$ cat src/flash_defs.vh
// Notes on behaviour
// - Invert bit swaps protected and free ranges.
// - Fine granularity protects 4 to 32 KB window.
// - Program or erase touching protection is ignored.
// - Page write is opcode, three address bytes, data.
// - Page write starts timed busy program cycle.
// - At most 256 bytes, one page, clears bits.
// - Erase leaves every byte all ones.
// - Sector, block and chip erase, own durations.
// - Chip select low means active power state.
// - Chip select high: standby after cycle ends.
// - Sleep entered only by sleep command.
// - Sleep left only by release command.
// - Asleep, every other command is ignored.
// - Busy flag visible during internal cycles.
// - Write latch clears when cycle completes.
// - Write commands need whole bytes before deselect.
`ifndef FLASH_DEFS_VH
`define FLASH_DEFS_VH

// ==========================================================
// Command codes
`define OP_WRITE_ENABLE   8'h01
`define OP_PAGE_WRITE     8'h02
`define OP_SMALL_ERASE    8'h03
`define OP_LARGE_ERASE    8'h04
`define OP_CHIP_ERASE     8'h05
`define OP_STATUS_WRITE   8'h06
`define OP_SLEEP_ENTER    8'h07
`define OP_SLEEP_RELEASE  8'h08

// ==========================================================
// Command lengths in bytes
`define LEN_SHORT         9'h001
`define LEN_STATUS        9'h002
`define LEN_ADDR          9'h004
`define LEN_PAGE_MIN      9'h005

// ==========================================================
// Array geometry
`define ARRAY_TOP         22'h3FFFFF
`define PAGE_MASK         22'h0000FF
`define SECTOR_MASK       22'h000FFF
`define BLOCK_MASK        22'h00FFFF
`define COARSE_UNIT       22'h010000
`define FINE_UNIT         22'h001000
`define FINE_MAX          22'h008000

// ==========================================================
// Erase kinds
`define ERASE_SECTOR      2'h0
`define ERASE_BLOCK       2'h1
`define ERASE_CHIP        2'h2

// ==========================================================
// Timing
`define CLK_MHZ           50
`define PROG_TIME_US      1000
`define STATUS_TIME_US    5000
`define SECTOR_TIME_US    50000
`define BLOCK_TIME_US     200000
`define CHIP_TIME_US      2000000

`endif

$ cat src/protect_range_decode.v
`timescale 1ns/1ps
`include "flash_defs.vh"
module protect_range_decode (
  // Protection configuration
  input  wire        sector_granularity_bit_in,
  input  wire        top_bottom_select_in,
  input  wire [2:0]  protect_size_in,
  input  wire        protect_invert_in,
  // Protected range
  output reg         prot_any_out,
  output reg  [21:0] prot_lo_out,
  output reg  [21:0] prot_hi_out
);

  reg [21:0] size;

  // ==========================================================
  // Range decode
  always @* begin
    size = 22'h000000;
    if (sector_granularity_bit_in) begin
      if (protect_size_in[2]) begin
        size = `FINE_MAX;
      end else begin
        size = `FINE_UNIT << (protect_size_in[1:0] - 2'h1);
      end
    end else begin
      size = `COARSE_UNIT << (protect_size_in - 3'h1);
    end
    prot_any_out = 1'b1;
    prot_lo_out  = 22'h000000;
    prot_hi_out  = `ARRAY_TOP;
    if (protect_size_in == 3'h0) begin
      prot_any_out = protect_invert_in;
    end else if (protect_size_in == 3'h7) begin
      prot_any_out = ~protect_invert_in;
    end else if (!protect_invert_in) begin
      if (top_bottom_select_in) begin
        prot_hi_out = size - 22'h000001;
      end else begin
        prot_lo_out = `ARRAY_TOP - size + 22'h000001;
      end
    end else if (top_bottom_select_in) begin
      // Free window at the bottom, the rest stays locked
      prot_lo_out = size;
    end else begin
      prot_hi_out = `ARRAY_TOP - size;
    end
  end

endmodule

$ cat src/flash_protect_program_erase.v
`timescale 1ns/1ps
`include "flash_defs.vh"
module flash_protect_program_erase #(
  parameter [31:0] PROG_CYCLES   = `PROG_TIME_US * `CLK_MHZ,
  parameter [31:0] STATUS_CYCLES = `STATUS_TIME_US * `CLK_MHZ,
  parameter [31:0] SECTOR_CYCLES = `SECTOR_TIME_US * `CLK_MHZ,
  parameter [31:0] BLOCK_CYCLES  = `BLOCK_TIME_US * `CLK_MHZ,
  parameter [31:0] CHIP_CYCLES   = `CHIP_TIME_US * `CLK_MHZ
) (
  // Clock and reset
  input  wire        clock_in,
  input  wire        rst_in,
  // Serial link from the host
  input  wire        cs_n_in,
  input  wire        sclk_in,
  input  wire        mosi_in,
  // Protection configuration
  input  wire        sector_granularity_bit_in,
  input  wire        top_bottom_select_in,
  input  wire        protect_size_bit2_in,
  input  wire        protect_size_bit1_in,
  input  wire        protect_size_bit0_in,
  input  wire        protect_invert_in,
  // Status
  output wire        busy_out,
  output wire        write_latch_flag_out,
  output wire        active_out,
  output wire        standby_out,
  output wire        sleep_out,
  // Page latch writes toward the array
  output reg         data_byte_valid_out,
  output reg  [21:0] data_addr_out,
  output reg  [7:0]  data_byte_out,
  // Array operations
  output reg         program_start_out,
  output reg         erase_start_out,
  output reg  [1:0]  erase_kind_out,
  output reg  [21:0] op_addr_out,
  output reg         status_write_out,
  output reg  [7:0]  status_byte_out
);

  localparam [1:0] ST_IDLE = 2'b01;
  localparam [1:0] ST_BUSY = 2'b10;

  reg  [2:0]  cs_sync_r;
  reg  [2:0]  sclk_sync_r;
  reg  [1:0]  mosi_sync_r;
  reg  [2:0]  bit_cnt_r;
  reg  [6:0]  shift_r;
  reg  [8:0]  byte_cnt_r;
  reg  [7:0]  opcode_r;
  reg  [23:0] addr_r;
  reg  [7:0]  page_idx_r;
  reg         wel_r;
  reg         sleep_r;
  reg  [1:0]  state_r;
  reg  [31:0] timer_r;

  wire        prot_any;
  wire [21:0] prot_lo;
  wire [21:0] prot_hi;
  wire        selected;
  wire        cs_fall;
  wire        cs_rise;
  wire        sclk_rise;
  wire        byte_done;
  wire [7:0]  byte_in;
  wire        busy;
  wire        whole;
  wire        may_write;
  wire [21:0] a;

  // ==========================================================
  // Overlap test of a region against the protected range
  function hits;
    input [21:0] lo;
    input [21:0] hi;
    input [21:0] plo;
    input [21:0] phi;
    input        pany;
    begin
      hits = pany && !((hi < plo) || (lo > phi));
    end
  endfunction

  protect_range_decode u_decode (
    .sector_granularity_bit_in (sector_granularity_bit_in),
    .top_bottom_select_in      (top_bottom_select_in),
    .protect_size_in           ({protect_size_bit2_in, protect_size_bit1_in,
                                 protect_size_bit0_in}),
    .protect_invert_in         (protect_invert_in),
    .prot_any_out              (prot_any),
    .prot_lo_out               (prot_lo),
    .prot_hi_out               (prot_hi)
  );

  // ==========================================================
  // Link sampling; the link clock is only data to us
  always @(posedge clock_in or posedge rst_in) begin
    if (rst_in) begin
      cs_sync_r   <= 3'h7;
      sclk_sync_r <= 3'h0;
      mosi_sync_r <= 2'h0;
    end else begin
      cs_sync_r   <= {cs_sync_r[1:0], cs_n_in};
      sclk_sync_r <= {sclk_sync_r[1:0], sclk_in};
      mosi_sync_r <= {mosi_sync_r[0], mosi_in};
    end
  end

  assign selected  = ~cs_sync_r[1];
  assign cs_fall   = ~cs_sync_r[1] & cs_sync_r[2];
  assign cs_rise   = cs_sync_r[1] & ~cs_sync_r[2];
  assign sclk_rise = sclk_sync_r[1] & ~sclk_sync_r[2];
  assign byte_done = selected && sclk_rise && (bit_cnt_r == 3'h7);
  assign byte_in   = {shift_r, mosi_sync_r[1]};
  assign busy      = state_r[1];
  assign whole     = (bit_cnt_r == 3'h0);
  // Array writes only with the latch set, awake and idle
  assign may_write = wel_r && !sleep_r && !busy;
  assign a         = addr_r[21:0];

  // ==========================================================
  // Power and status view
  assign busy_out             = busy;
  assign write_latch_flag_out = wel_r;
  assign active_out           = selected | busy;
  assign standby_out          = ~selected & ~busy & ~sleep_r;
  assign sleep_out            = sleep_r;

  // ==========================================================
  // Command engine
  always @(posedge clock_in or posedge rst_in) begin
    if (rst_in) begin
      bit_cnt_r           <= 3'h0;
      shift_r             <= 7'h00;
      byte_cnt_r          <= 9'h000;
      opcode_r            <= 8'h00;
      addr_r              <= 24'h000000;
      page_idx_r          <= 8'h00;
      wel_r               <= 1'b0;
      sleep_r             <= 1'b0;
      state_r             <= ST_IDLE;
      timer_r             <= 32'h00000000;
      data_byte_valid_out <= 1'b0;
      data_addr_out       <= 22'h000000;
      data_byte_out       <= 8'h00;
      program_start_out   <= 1'b0;
      erase_start_out     <= 1'b0;
      erase_kind_out      <= `ERASE_SECTOR;
      op_addr_out         <= 22'h000000;
      status_write_out    <= 1'b0;
      status_byte_out     <= 8'h00;
    end else begin
      data_byte_valid_out <= 1'b0;
      program_start_out   <= 1'b0;
      erase_start_out     <= 1'b0;
      status_write_out    <= 1'b0;

      if (cs_fall) begin
        bit_cnt_r  <= 3'h0;
        byte_cnt_r <= 9'h000;
        page_idx_r <= 8'h00;
      end else if (selected && sclk_rise) begin
        bit_cnt_r <= bit_cnt_r + 3'h1;
        shift_r   <= byte_in[6:0];
        if (byte_done) begin
          if (byte_cnt_r != 9'h1FF) begin
            byte_cnt_r <= byte_cnt_r + 9'h001;
          end
          if (byte_cnt_r == 9'h000) begin
            opcode_r <= byte_in;
          end else if (byte_cnt_r < `LEN_ADDR) begin
            addr_r <= {addr_r[15:0], byte_in};
          end else if (opcode_r == `OP_PAGE_WRITE && may_write &&
                       !hits(a & ~`PAGE_MASK, a | `PAGE_MASK,
                             prot_lo, prot_hi, prot_any)) begin
            // Offset wraps inside the page, never into the next
            data_byte_valid_out <= 1'b1;
            data_addr_out       <= {a[21:8], a[7:0] + page_idx_r};
            data_byte_out       <= byte_in;
            page_idx_r          <= page_idx_r + 8'h01;
          end
        end
      end

      if (cs_rise && whole) begin
        if (sleep_r) begin
          if (opcode_r == `OP_SLEEP_RELEASE) begin
            sleep_r <= 1'b0;
          end
        end else if (!busy) begin
          case (opcode_r)
            `OP_WRITE_ENABLE: begin
              if (byte_cnt_r == `LEN_SHORT) begin
                wel_r <= 1'b1;
              end
            end
            `OP_SLEEP_ENTER: begin
              if (byte_cnt_r == `LEN_SHORT) begin
                sleep_r <= 1'b1;
              end
            end
            `OP_STATUS_WRITE: begin
              if (wel_r && byte_cnt_r == `LEN_STATUS) begin
                status_write_out <= 1'b1;
                status_byte_out  <= addr_r[7:0];
                state_r          <= ST_BUSY;
                timer_r          <= STATUS_CYCLES - 32'h1;
              end
            end
            `OP_PAGE_WRITE: begin
              if (wel_r && byte_cnt_r >= `LEN_PAGE_MIN &&
                  !hits(a & ~`PAGE_MASK, a | `PAGE_MASK, prot_lo, prot_hi, prot_any)) begin
                program_start_out <= 1'b1;
                op_addr_out       <= a & ~`PAGE_MASK;
                state_r           <= ST_BUSY;
                timer_r           <= PROG_CYCLES - 32'h1;
              end
            end
            `OP_SMALL_ERASE: begin
              if (wel_r && byte_cnt_r == `LEN_ADDR &&
                  !hits(a & ~`SECTOR_MASK, a | `SECTOR_MASK,
                        prot_lo, prot_hi, prot_any)) begin
                erase_start_out <= 1'b1;
                erase_kind_out  <= `ERASE_SECTOR;
                op_addr_out     <= a & ~`SECTOR_MASK;
                state_r         <= ST_BUSY;
                timer_r         <= SECTOR_CYCLES - 32'h1;
              end
            end
            `OP_LARGE_ERASE: begin
              if (wel_r && byte_cnt_r == `LEN_ADDR &&
                  !hits(a & ~`BLOCK_MASK, a | `BLOCK_MASK, prot_lo, prot_hi, prot_any)) begin
                erase_start_out <= 1'b1;
                erase_kind_out  <= `ERASE_BLOCK;
                op_addr_out     <= a & ~`BLOCK_MASK;
                state_r         <= ST_BUSY;
                timer_r         <= BLOCK_CYCLES - 32'h1;
              end
            end
            `OP_CHIP_ERASE: begin
              if (wel_r && byte_cnt_r == `LEN_SHORT &&
                  !hits(22'h000000, `ARRAY_TOP, prot_lo, prot_hi, prot_any)) begin
                erase_start_out <= 1'b1;
                erase_kind_out  <= `ERASE_CHIP;
                op_addr_out     <= 22'h000000;
                state_r         <= ST_BUSY;
                timer_r         <= CHIP_CYCLES - 32'h1;
              end
            end
            default: begin
            end
          endcase
        end
      end

      // ==========================================================
      // Internal cycle timer
      case (state_r)
        ST_IDLE: begin
        end
        ST_BUSY: begin
          if (timer_r == 32'h00000000) begin
            state_r <= ST_IDLE;
            wel_r   <= 1'b0;
          end else begin
            timer_r <= timer_r - 32'h1;
          end
        end
        default: begin
          state_r <= ST_IDLE;
        end
      endcase
    end
  end

endmodule

$ cat config.mk
export PLATFORM = sky130hd
export DESIGN_NAME = flash_protect_program_erase
export DESIGN_NICKNAME = d
export VERILOG_FILES = /design/src/protect_range_decode.v /design/src/flash_protect_program_erase.v
export VERILOG_INCLUDE_DIRS = /design/src /design/src/src
export SDC_FILE = /design/constraint.sdc
export NUM_CORES = 1
export LEC_CHECK = 0
export BUFFER_PORTS_ARGS = -buffer_cell sky130_fd_sc_hd__buf_2
export CAP_MARGIN = 20
export CORE_MARGIN = 3
export CORE_UTILIZATION = 30
export DETAILED_ROUTE_END_ITERATION = 10
export GPL_TIMING_DRIVEN = 1
export MAX_ROUTING_LAYER = met4
export PLACE_DENSITY_LB_ADDON = 0.15
export RECOVER_POWER = 100
export SLEW_MARGIN = 20
export SYNTH_ARGS = -nofsm -noshare
export SYNTH_HDL_FRONTEND = slang
export SYNTH_SLANG_ARGS = --single-unit
$ cat constraint.sdc
create_clock -name clock_in -period 5.8 [get_ports clock_in]
set_input_delay 0.58 -clock clock_in [delete_from_list [all_inputs] [get_ports clock_in]]
set_output_delay 0.58 -clock clock_in [all_outputs]
set_load 0.02 [all_outputs]
**Word level (Yosys, flattened, before mapping)**

Cells that the tools add are included.

- Input port bits: 11
- Output and inout bits: 71
- Register bits: 167

- Shifts and indexed selects: 2
- $add $sub $neg: 10
- Multiplexer cells: 92
- Bitwise operators: 15
- Order comparisons: 10
- Equality and inequality tests: 22
- Reductions and logical operators: 52

Operators with widths:

| cell | number |
|---|---|
| $mux 22 | 16 |
| $mux 32 | 10 |
| $pmux 32 s5 | 1 |
| $pmux 22 s4 | 1 |
| $gt 22x22->1 | 3 |
| $lt 22x22->1 | 3 |
| $mux 8 | 6 |
| $mux 1 | 36 |
| $mux 9 | 4 |
| $eq 8x3->1 const B | 4 |
| $logic_not 32->1 | 1 |
| $sub 32x1->32 const B | 1 |
| $mux 2 | 12 |
| $add 22x1->22 const B | 1 |
| $gt 1x22->1 const A | 1 |
| $lt 22x22->1 const A | 1 |
| $shl 13x2->22 const A | 1 |
| $shl 17x3->22 const A | 1 |
| $sub 22x1->22 const B | 1 |
| $sub 22x22->22 const A | 1 |
| $logic_and 1x1->1 | 19 |
| $eq 8x2->1 const B | 2 |
| $reduce_and 5->1 | 3 |
| $logic_not 1->1 | 10 |
| 39 further kinds | 64 |

**Logic depth before layout (Yosys ltp)**

Gate-level depths: netlist (run 1).

- Depth in word-level cells: 23
- Depth in mapped cells: 19
- Depth with buffers taken out: 17

**By module**

From an unflattened synthesis (run 1), not the netlist that was laid out.

- Cells, all modules: 998
- Area, all modules: 9,844.4 um^2

By module, submodules not included:

| module | cells each | instances | area each (um^2) |
|---|---|---|---|
| flash_protect_program_erase | 867 | 1 | 8,934.8 |
| protect_range_decode | 131 | 1 | 909.6 |

**Least setup slack after synthesis (run 1)**

No wires, ideal clock.

- Path type: input to register
- Start: input port protect_size_bit2_in
- End: register op_addr_out[13]
- Slack: 1.444 ns
- Arrival time: 4.276 ns
- Setup time: 0.079 ns
- Stages on the path: 19
- Required time: 5.721 ns
- Cell sequence: clkbuf_1 inv_1 ha_1 nor2_1 nand2_1 nand2_1 a21oi_1 a31oi_1 a21oi_1 nand2b_1 ha_1 and4_1 o211ai_1 o211ai_1 a311oi_2 a211oi_4 nor4_4 buf_4 mux2i_1

- Cells in the longest elaborated chain, start to end: 17

Ends and longest elaborated chain:

| what | RTL line | RTL |
|---|---|---|
| start, declared | flash_protect_program_erase.v:20 | `input wire protect_size_bit2_in,` |
| $sub 3x1->3 | protect_range_decode.v:28 | `` size = `COARSE_UNIT << (protect_size_in - 3'h1); `` |
| $shl 17x3->22 (no source line) | - |  |
| $mux 22 | protect_range_decode.v:21 | `if (sector_granularity_bit_in) begin` |
| $sub 22x22->22 (no source line) | - |  |
| $add 22x1->22 (no source line) | - |  |
| $mux 22 | protect_range_decode.v:38 | `if (top_bottom_select_in) begin` |
| $mux 22 | protect_range_decode.v:37 | `end else if (!protect_invert_in) begin` |
| $mux 22 | protect_range_decode.v:35 | `end else if (protect_size_in == 3'h7) begin` |
| $mux 22 | protect_range_decode.v:33 | `if (protect_size_in == 3'h0) begin` |
| $lt 22x22->1 | flash_protect_program_erase.v:83 | `hits = pany && !((hi < plo) \|\| (lo > phi));` |
| $logic_or 1x1->1 | flash_protect_program_erase.v:83 |  |
| $logic_not 1->1 | flash_protect_program_erase.v:83 |  |
| $logic_and 1x1->1 | flash_protect_program_erase.v:83 |  |
| $logic_not 1->1, on equally long branches | - |  |
| $logic_and 1x1->1, on equally long branches | - |  |
| $ne 2x1->1 (no source line) / $ne 2x2->1 (equally long branches) | - |  |
| $reduce_and 8->1 (no source line) * | - |  |
| end signal, assigned | flash_protect_program_erase.v:217 | `` op_addr_out <= a & ~`PAGE_MASK; `` |
| end signal, assigned | flash_protect_program_erase.v:228 | `` op_addr_out <= a & ~`SECTOR_MASK; `` |
| end signal, assigned | flash_protect_program_erase.v:238 | `` op_addr_out <= a & ~`BLOCK_MASK; `` |
| end, declared | flash_protect_program_erase.v:38 | `output reg [21:0] op_addr_out,` |

Every way passes the cells marked *; elsewhere a longest branch is shown, timed or not.
A chain may end at the register's enable or synchronous reset.

**Worst setup path in the final report (run 1)**

- Start: input port protect_size_bit0_in
- End: register op_addr_out[12]

- Cells in the longest elaborated chain, start to end: 18

Ends and longest elaborated chain:

| what | RTL line | RTL |
|---|---|---|
| start, declared | flash_protect_program_erase.v:22 | `input wire protect_size_bit0_in,` |
| branches (longest 17 deep; another with $sub 22x22->22) | - |  |
| $reduce_and 8->1 (no source line) * | - |  |

Mark *: on every way between the ends.

==> results of run 1 <==
-- layout make-up --
class,instances,area [um^2]
inverter,37,140
timing repair buffer,87,394
fill,3082,19500
multi-input combinational,680,4840
sequential,159,3980
clock inverter,12,150
clock buffer,20,437
tap,390,488
-- cell usage in the layout (no fill, tap or decap), types with 7 or more instances in the layout --
cell type    n
a21oi_1     33
a31oi_1      8
buf_2       10
buf_4        8
clkbuf_1    70
clkbuf_16   17
conb_1       8
dfrtp_1    155
ha_1        45
inv_1       36
mux2_1      21
mux2_2      48
mux2i_1     18
nand2_1     92
nand2b_1     7
nand3_1     27
nand4_1     11
nor2_1      70
nor2b_1     13
nor3_1      20
nor4_1      16
o211ai_1     9
o21ai_0     34
o21ai_1      9
o22ai_1      9
or3_1       10
or4_1       12
xnor2_1     18
xor2_1      17
-- per-layer routing --
layer	routed length [um]	part of all wire, %	global-route usage, %	up-vias
li1	-	-	-	3454
met1	12600	50	22.5	3390
met2	11500	45	24.0	147
met3	1020	4.0	2.66	19
met4	342	1.3	4.63	0
met5	0	0	-	-
-- worst max-delay path, cell delays in order --
cell and delay, ns:
buf_2 0.14, or2_1 0.33, ha_1 0.34, nor2_1 0.26, nand2_1 0.11, nand2_1 0.11
a21oi_1 0.07, a31oi_1 0.24, a21oi_1 0.11, nand2b_1 0.16, ha_1 0.31, and4_1 0.25
o211ai_1 0.09, o211ai_1 0.16, a311oi_1 0.71, a211oi_4 0.18, nor4_4 0.72, buf_4 0.31
mux2_1 0.33
-- how the worst min path moves through the flow --
stage | startpoint | end | slack (ns) | depth (start not counted)
floorplan | mosi_sync_r[0] | mosi_sync_r[1] | 0.33 | 0
global placement | mosi_sync_r[0] | mosi_sync_r[1] | 0.33 | 0
detailed placement | mosi_sync_r[0] | mosi_sync_r[1] | 0.34 | 0
CTS | rst_in | sclk_sync_r[0] | 0.06 | 2
global route | cs_n_in | cs_sync_r[0] | 0.21 | 1
finish | cs_n_in | cs_sync_r[0] | 0.24 | 1
-- metrics by stage --
| step | std cells | hold WS, ns |
|---|---|---|
| floorplan | 919 | 0.331 |
| detailed placement | 1352 | 0.336 |
| CTS | 1384 | 0.0586 |
| finish | 1385 | 0.244 |
| global route | 1385 | 0.215 |
| global placement | 1352 | 0.332 |
-- power by group through the flow --
stage | Sequential [uW] | Clock (uW) | Combinational (uW)
finish | 1180 | 1160 | 176
CTS | 1180 | 1190 | 180
floorplan | 1180 | 0 | 141
global placement | 1210 | 0 | 179
global route | 1190 | 1240 | 200
detailed placement | 1200 | 0 | 178
-- state kept, by name (all words and copies together) (netlist names), 7 cells and up --
register and flops:
data_byte_out 8, byte_cnt_r 9, status_byte_out 8, op_addr_out 14, page_idx_r 8, timer_r 32
shift_r 7, opcode_r 8, addr_r 22, data_addr_out 22
-- synthesized netlist by cell type, types with 3 or more instances --
library cell / number
a21o_1: 6
o21ai_1: 15
nand4_1: 11
nor2b_1: 13
buf_4: 11
nand2b_1: 7
o211ai_1: 9
ha_1: 45
o22ai_1: 9
dfrtp_1: 155
a211oi_1: 5
nand3_1: 27
dfstp_2: 4
nor3_1: 20
clkbuf_1: 23
and4_1: 5
and3_1: 6
inv_1: 37
a311o_1: 3
o31ai_1: 6
and2_1: 7
nand2_1: 92
mux2_2: 49
a22o_1: 3
nor2_1: 71
a21oi_1: 33
or4_4: 4
nor4b_1: 4
mux2i_1: 18
a22oi_1: 5
a31oi_1: 8
or3_1: 10
xnor2_1: 18
xor2_1: 17
or4_1: 11
nor4_1: 13
mux2_1: 20
o21a_1: 6
buf_2: 5
o21ai_0: 28
a221oi_1: 3
-- cells by family (layout without fill, tap and decap cells) --
kind of cell             count (synthesis)  after routing  synth area share (%)
AO/OA/AOI/OAI                          177            177                  13.7
AND/OR/NAND/NOR                        327            327                  18.9
flip-flops                             159            159                  43.3
XOR/XNOR                                35             35                  3.33
other                                    1              8                0.0408
buffers and inverters                   80            156                  3.94
multiplexers                            87             87                  10.4
adder cells (fa/ha/maj)                 46             46                  6.34
==> impl_metrics.py, run 1 <==
metrics = {
    "run_status": {
        "status": "complete, but fails checks",
        "failed_checks": "max-capacitance violations, max-slew violations",
    },
    "drt": {
        "drc_errors": 0,
        "drt_iter0_markers": 452,
        "drtAntennaViolNets": 0,
        "viasPerCell": 5.06,
        "drt-total-wl_mm": 25.5,
        "wl_per_cell_um": 18.4,
        "via_count": 7010,
        "dr.pass1.iters": 5,
    },
    "global_route": {
        "antenna_found_initial": 0,
        "gr-total-overflow": 0,
        "grt_pass1_vias": 6970,
        "grtUsageTotal_pct": 16.1,
        "grt_pass1_wl_mm": 40.4,
        "grt_max_degree": 81,
    },
    "sta": {
        "maxSlewHeadroom_pct": -133,
        "fin_crit_sh_pct": 89.5,
        "hold_violations": 0,
        "finalSetupTns_ns": 0,
        "tightest_slew_ns": 3.49,
        "setup_violations": 0,
        "clock.fmax_mhz": 193,
        "rsz0062_at_grt": "no",
        "fin_skew_ns": 0.0159,
        "fin_crit_ns": 5.19,
        "fin_ws_ns": 0.609,
        "drv_slew": 71,
    },
    "cells_and_area": {
        "fin_nets": 1039,
        "final_util_pct": 34.8,
        "fin_area_um2": 10400,
        "drive_above_1_share_pct": 12.3,
        "diodes": 0,
        "syn_to_final_growth_pct": 13.4,
    },
    "synthesis": {
        "yosys.area.top_type": "dfrtp_1",
        "yosysWarnings": 0,
        "ys_seq_area_share_pct": 43.3,
        "syn-instance-count": 912,
        "yosys-top-cells-area": "dfrtp_1, ha_1, mux2_2",
        "synth_top_area_share_pct": 42.2,
        "synth_ff_type": "dfrtp_1",
        "yosys.cell_types.count": 93,
        "synth-async-reset-ratio_pct": 100,
        "synth-edff-count": 0,
        "avgSynthCellArea_um2": 10.1,
        "ys_ff_latch": 159,
        "syn_area_um2": 9200,
    },
    "floorplan": {
        "design.core.area_um2": 30000,
        "rows": 63,
        "ios": 82,
        "initial_core_util_pct": 30.7,
        "chipWidth_um": 181,
        "die_y_um": 181,
        "die-area_um2": 32800,
    },
    "power_and_ir_drop": {
        "swShare_pct": 26.4,
        "share_comb_of_total_power_pct": 7.0,
        "clkPwrFrac_pct": 46.1,
        "p_int_uw": 1860,
        "p_switching_uw": 666,
        "finalPower_uw": 2520,
        "power_density_nw_per_um2": 242,
        "leakage_uw": 0.00448,
        "ir_drop_mv": 0.179,
        "p_seq_share_pct": 46.9,
    },
    "critical_path": {
        "crit_required_ns": 6.12,
        "reg2reg_from": "cs_sync_r[1]",
        "reg2reg_to": "status_byte_out[3]",
        "criticalPathCategory": "input port to register",
        "reg2reg_depth": 4,
        "cp.arrival_ns": 5.51,
        "critPathCaptureType": "register",
        "rrSetupSlack_ns": 1.54,
        "crit_path_max_fanout": 10,
        "crit_end": "op_addr_out[12]",
        "start_kind": "input port",
        "crit_start": "protect_size_bit0_in",
    },
    "min_path": {
        "min_path_type": "input port to register",
    },
    "clock_network": {
        "clkTransAtPathRegs_ns": 0.07,
        "cts_tree": "done",
        "numCtsBuffers": 17,
        "cts_buffer_depth": 2,
        "cts_sinks": 159,
        "htreeDepth": 4,
        "cts_root_buf": "clkbuf_16",
        "clk_latency_ns": 0.44,
        "cts_setup_buffers": 0,
        "cts-resized-gates": 0,
        "postCtsHoldBufs": 0,
    },
    "run": {
        "cap_violations": 2,
    },
    "placement": {
        "io_buffers": 73,
        "place_hpwl_mm": 18.8,
        "dpl_cell_area_um2": 9960,
        "gp_congestion": 0.888,
        "preCtsSetupSlack_ns": 0.376,
    },
}
(Power assumes the default switching activity.)
==> run 2, diff against run 1 <==
--- a/config.mk
+++ b/config.mk
@@ -13,7 +13,7 @@
 export DETAILED_ROUTE_END_ITERATION = 10
 export GPL_TIMING_DRIVEN = 1
 export MAX_ROUTING_LAYER = met4
-export PLACE_DENSITY_LB_ADDON = 0.15
+export PLACE_DENSITY_LB_ADDON = 0.2
 export RECOVER_POWER = 100
 export SLEW_MARGIN = 20
 export SYNTH_ARGS = -nofsm -noshare
==> run 2 against run 1 <==
Compared with the run above: the run still ends with max-capacitance violations, max-slew violations left; core utilization decreased by 0.22 points; fmax increased by 5.1%; cell count about the same; hold slack improved by 0.0069 ns; largest cell class unchanged; sequential cell count unchanged; combinational power about the same.
==> impl_metrics.py, run 2 (same netlist as run 1, synthesis figures left out) <==
metrics = {
    "run_status": {
        "status": "complete, but fails checks",
        "failed_checks": "max-capacitance violations, max-slew violations",
    },
    "cells_and_area": {
        "final_util_pct": 34.6,
        "largest_reg_flops": 32,
        "fin_nets": 1038,
        "final_common_cell": "dfrtp_1",
        "top_register": "timer_r",
        "syn_to_final_growth_pct": 12.7,
        "fillers": 3129,
        "largestRegisters": "timer_r (32), addr_r (22), data_addr_out (22)",
        "drive_above_1_share_pct": 12.4,
        "fin_area_um2": 10400,
        "final_cell_mix": "dfrtp_1, nand2_1, nor2_1",
        "diodes": 0,
    },
    "sta": {
        "clock.fmax_mhz": 202,
        "tightest_slew_ns": 3.90,
        "rsz0062_at_grt": "no",
        "finalSetupTns_ns": 0,
        "fin_crit_sh_pct": 85.2,
        "hold_violations": 0,
        "maxSlewHeadroom_pct": -160,
        "setup_violations": 0,
        "fin_skew_ns": 0.00897,
        "drv_slew": 110,
        "fin_crit_ns": 4.94,
    },
    "critical_path": {
        "crit_path_max_fanout": 10,
        "criticalPathCategory": "input port to register",
        "critPathCaptureType": "register",
        "start_kind": "input port",
        "crit_required_ns": 6.08,
        "cp.arrival_ns": 5.22,
    },
    "power_and_ir_drop": {
        "finalPower_uw": 2420,
        "leakage_uw": 0.00448,
        "ir_drop_mv": 0.203,
        "power_density_nw_per_um2": 234,
        "clkPwrFrac_pct": 44.1,
        "swShare_pct": 26.6,
        "p_switching_uw": 643,
        "p_seq_share_pct": 48.7,
        "p_int_uw": 1780,
        "share_comb_of_total_power_pct": 7.1,
    },
    "global_route": {
        "gr-total-overflow": 0,
        "grt_pass1_vias": 7096,
        "antenna_found_initial": 0,
        "grtUsageTotal_pct": 15.9,
        "grt_max_degree": 101,
        "grt_pass1_wl_mm": 40.6,
    },
    "floorplan": {
        "rows": 63,
        "initial_core_util_pct": 30.7,
        "design.core.area_um2": 30000,
        "chipWidth_um": 181,
        "die-area_um2": 32800,
        "die_y_um": 181,
        "ios": 82,
    },
    "run": {
        "cap_violations": 2,
    },
    "drt": {
        "drt_iter0_markers": 410,
        "via_count": 7134,
        "viasPerCell": 5.15,
        "drc_errors": 0,
        "drt-total-wl_mm": 24.9,
        "dr.pass1.iters": 5,
        "drtAntennaViolNets": 0,
        "wl_per_cell_um": 18.0,
    },
    "clock_network": {
        "cts-resized-gates": 0,
        "clkTransAtPathRegs_ns": 0.07,
        "htreeDepth": 4,
        "numCtsBuffers": 17,
        "cts_sinks": 159,
        "cts_buffer_depth": 2,
        "cts_setup_buffers": 0,
        "postCtsHoldBufs": 0,
        "cts_tree": "done",
        "cts_root_buf": "clkbuf_16",
        "clk_latency_ns": 0.43,
    },
    "min_path": {
        "min_path_type": "input port to register",
    },
    "placement": {
        "gp_congestion": 0.869,
        "dpl_cell_area_um2": 9960,
        "place_hpwl_mm": 18.4,
        "io_buffers": 73,
    },
}
## run 2: final cells by class
type / count / area, um^2 / area share, %
clock buffers: 19 / 443 / 4.27
clock inverters: 13 / 105 / 1.01
inverters: 37 / 139 / 1.34
multi-input cells: 680 / 4830 / 46.6
flip-flops and latches: 159 / 3980 / 38.4
well taps: 390 / 488 / 4.71
repair buffers: 86 / 374 / 3.61
## run 2: metrics by stage
stage | worst slack (ns) | std cells | hold slack, ns
finish | 0.861 | 1384 | 0.251
floorplan | 0.935 | 919 | 0.331
CTS | 1.20 | 1384 | 0.226
global placement | 0.871 | 1351 | 0.331
global route | 0.382 | 1384 | 0.238
detailed placement | 0.741 | 1352 | 0.335
## run 2: worst paths after layout
| check | startpoint | end | slack [ns] | cells past startpoint |
|---|---|---|---|---|
| max in group asynchronous | rst_in | addr_r[3] | 1.88 | 3 |
| min reg2reg | sclk_sync_r[0] | sclk_sync_r[1] | 0.34 | 0 |
| max reg2reg | cs_sync_r[1] | status_byte_out[7] | 1.75 | 4 |
| min in group asynchronous | rst_in | mosi_sync_r[0] | 1.60 | 2 |
| min | mosi_in | mosi_sync_r[0] | 0.25 | 1 |
| max | protect_size_bit0_in | timer_r[28] | 0.86 | 18 |
## run 2: metal layers
| layer | up-vias | global-route usage (%) | wire, um |
|---|---|---|---|
| li1 | 3468 | - | - |
| met1 | 3494 | 22.3 | 12400 |
| met2 | 146 | 24.0 | 11200 |
| met3 | 26 | 2.54 | 876 |
| met4 | 0 | 4.27 | 361 |
| met5 | - | - | 0 |
## run 2: power groups by stage
stage / clock network, uW / registers [uW] / logic (uW)
3_3_place_gp: 0 / 1200 / 177
4_1_cts: 1100 / 1180 / 179
5_1_grt: 1140 / 1190 / 196
6_report: 1070 / 1180 / 173
3_5_place_dp: 0 / 1200 / 178
2_1_floorplan: 0 / 1180 / 141
## run 2: worst max-delay path, cell delays in order
cell and delay, ns:
buf_2 0.14, or2_0 0.35, ha_1 0.37, nor2_1 0.27, nand2_1 0.10, nand2_1 0.12
a21oi_1 0.08, mux2i_1 0.23, o22ai_1 0.11, and2_0 0.17, ha_1 0.32, and4_1 0.24
nor2b_1 0.15, a21oi_1 0.08, a211oi_1 0.67, nor3_1 0.27, nor3_2 0.77, o21ai_0 0.19
==> run 3, diff against run 2 <==
--- a/config.mk
+++ b/config.mk
@@ -8,14 +8,16 @@
 export LEC_CHECK = 0
 export BUFFER_PORTS_ARGS = -buffer_cell sky130_fd_sc_hd__buf_2
 export CAP_MARGIN = 20
+export CELL_PAD_IN_SITES_DETAIL_PLACEMENT = 1
+export CELL_PAD_IN_SITES_GLOBAL_PLACEMENT = 1
 export CORE_MARGIN = 3
 export CORE_UTILIZATION = 30
 export DETAILED_ROUTE_END_ITERATION = 10
 export GPL_TIMING_DRIVEN = 1
-export MAX_ROUTING_LAYER = met4
 export PLACE_DENSITY_LB_ADDON = 0.2
 export RECOVER_POWER = 100
 export SLEW_MARGIN = 20
 export SYNTH_ARGS = -nofsm -noshare
 export SYNTH_HDL_FRONTEND = slang
 export SYNTH_SLANG_ARGS = --single-unit
+export TNS_END_PERCENT = 20
==> run 3 against run 2 <==
Compared with the run above: the flow still finishes with violations (max-capacitance violations, max-slew violations); core utilization rose by 0.19 points; sequential power barely moved; power rose by 4.4%; critical path type unchanged; critical path depth did not move; worst setup slack got worse by 0.16 ns; via count rose by 1.3%; routed wire length rose by 7.8%; die area did not move; combinational power rose by 3%.
==> impl_metrics.py, run 3 (same netlist as run 1, synthesis figures left out) <==
metrics = {
    "critical_path": {
        "cp.arrival_ns": 5.42,
        "crit_path_max_fanout": 18,
        "crit_top_cell": "a21oi_1",
        "crit_slowest_cell": "a311oi_1",
        "crit_required_ns": 6.12,
        "critPathCaptureType": "register",
        "start_kind": "input port",
        "cp_slowest_stage_delay_ns": 0.90,
        "criticalPathCategory": "input port to register",
        "crit_chain": "buf_2 -> or2_0 -> ha_1 -> nor2_1 -> nand2_1 -> nand2_1 -> a21oi_1 -> a31oi_1 -> a21oi_1 -> nand2b_1 -> ha_1 -> a21oi_1 -> o21a_1 -> o211ai_1 -> a311oi_1 -> nand3_2 -> clkbuf_1 -> mux2_1",
    },
    "sta": {
        "tightest_slew_ns": 2.28,
        "setup_violations": 0,
        "fin_skew_ns": 0.0163,
        "rsz0062_at_grt": "no",
        "clock.fmax_mhz": 196,
        "hold_violations": 0,
        "finalSetupTns_ns": 0,
        "drv_slew": 173,
        "fin_crit_ns": 5.10,
        "fin_crit_sh_pct": 87.9,
        "maxSlewHeadroom_pct": -53.4,
    },
    "clock_network": {
        "clkTransAtPathRegs_ns": 0.08,
        "cts_tree": "done",
        "cts_setup_buffers": 0,
        "cts_sinks": 159,
        "numCtsBuffers": 17,
        "cts_root_buf": "clkbuf_16",
        "cts-resized-gates": 0,
        "clk_latency_ns": 0.44,
        "postCtsHoldBufs": 0,
        "cts_buffer_depth": 2,
        "htreeDepth": 4,
    },
    "drt": {
        "via_count": 7227,
        "drc_errors": 0,
        "dr.pass1.iters": 4,
        "drt_iter0_markers": 358,
        "viasPerCell": 5.22,
        "drt-total-wl_mm": 26.8,
        "wl_per_cell_um": 19.4,
        "drtAntennaViolNets": 0,
    },
    "cells_and_area": {
        "largestRegisters": "timer_r (32), addr_r (22), data_addr_out (22)",
        "fin_nets": 1038,
        "fin_area_um2": 10400,
        "syn_to_final_growth_pct": 13.3,
        "top_register": "timer_r",
        "fillers": 3459,
        "diodes": 0,
        "final_common_cell": "dfrtp_1",
        "final_cell_mix": "dfrtp_1, nand2_1, nor2_1",
        "largest_reg_flops": 32,
        "drive_above_1_share_pct": 12.2,
    },
    "power_and_ir_drop": {
        "leakage_uw": 0.00450,
        "ir_drop_mv": 0.175,
        "power_density_nw_per_um2": 243,
        "share_comb_of_total_power_pct": 7.1,
        "clkPwrFrac_pct": 46.2,
        "p_seq_share_pct": 46.8,
        "p_switching_uw": 730,
        "swShare_pct": 28.9,
        "p_int_uw": 1800,
    },
    "run_status": {
        "failed_checks": "max-capacitance violations, max-slew violations",
        "status": "complete, but fails checks",
    },
    "global_route": {
        "gr-total-overflow": 0,
        "grt_pass1_vias": 7618,
        "grt_pass1_wl_mm": 43.9,
        "antenna_found_initial": 0,
        "grt_max_degree": 71,
        "grtUsageTotal_pct": 16.6,
    },
    "placement": {
        "dpl_cell_area_um2": 9960,
        "gp_congestion": 0.823,
        "place_hpwl_mm": 20.0,
        "io_buffers": 73,
    },
    "floorplan": {
        "ios": 82,
        "die-area_um2": 32800,
        "initial_core_util_pct": 30.7,
        "rows": 63,
        "chipWidth_um": 181,
        "die_y_um": 181,
        "design.core.area_um2": 30000,
    },
    "min_path": {
        "min_path_type": "input port to register",
    },
    "run": {
        "cap_violations": 4,
    },
}
## run 3: cell type report
type | instances | area, um^2 | share of cell area, %
multi-input cells | 680 | 4840 | 46.4
flip-flops and latches | 159 | 3980 | 38.2
well taps | 390 | 488 | 4.68
clock buffers | 17 | 425 | 4.08
repair buffers | 86 | 363 | 3.48
clock inverters | 15 | 185 | 1.78
inverters | 37 | 140 | 1.34
## run 3: metrics by stage
| step | cells | total power [uW] | setup WS (ns) | utilization (%) | hold slack, ns |
|---|---|---|---|---|---|
| finish | 1384 | 2530 | 0.703 | 34.8 | 0.245 |
| global route | 1384 | 2650 | 0.259 | 34.8 | 0.216 |
| floorplan | 919 | 1330 | 0.935 | - | 0.331 |
| detailed placement | 1352 | 1390 | 0.342 | 33.3 | 0.346 |
| global placement | 1352 | 1380 | 0.514 | 33.2 | 0.335 |
| CTS | 1384 | 2570 | 0.789 | 35.3 | 0.150 |
## run 3: final timing paths
kind / start / to / slack, ns / cells after the start
max: protect_size_bit0_in / data_addr_out[8] / 0.70 / 18
min: cs_n_in / cs_sync_r[0] / 0.24 / 1
max reg2reg: cs_sync_r[1] / status_byte_out[0] / 1.32 / 4
min reg2reg: sclk_sync_r[0] / sclk_sync_r[1] / 0.36 / 0
max in group asynchronous: rst_in / addr_r[13] / 2.25 / 3
min in group asynchronous: rst_in / data_addr_out[4] / 0.65 / 2
## run 3: power by group through the flow
stage | Sequential, uW | Clock [uW] | Combinational, uW
6_report | 1180 | 1170 | 179
5_1_grt | 1190 | 1250 | 204
4_1_cts | 1180 | 1200 | 185
3_5_place_dp | 1200 | 0 | 183
3_3_place_gp | 1200 | 0 | 179
2_1_floorplan | 1180 | 0 | 141
## run 3: worst max-delay path: cells and delay by family
family,cells,cell delay (ns)
compound gates,7,1.82
mux,1,0.49
simple gates,6,1.21
fa+ha+maj,2,0.69
buf+inv,2,0.62
## run 3: layer usage
metal | global-route usage, % | wire [um] | vias to the layer above
met1 | 23.6 | 13000 | 3670
met4 | 3.93 | 308 | 0
met3 | 2.34 | 803 | 22
met5 | 0 | 0 | -
li1 | - | - | 3433
met2 | 27.0 | 12700 | 102
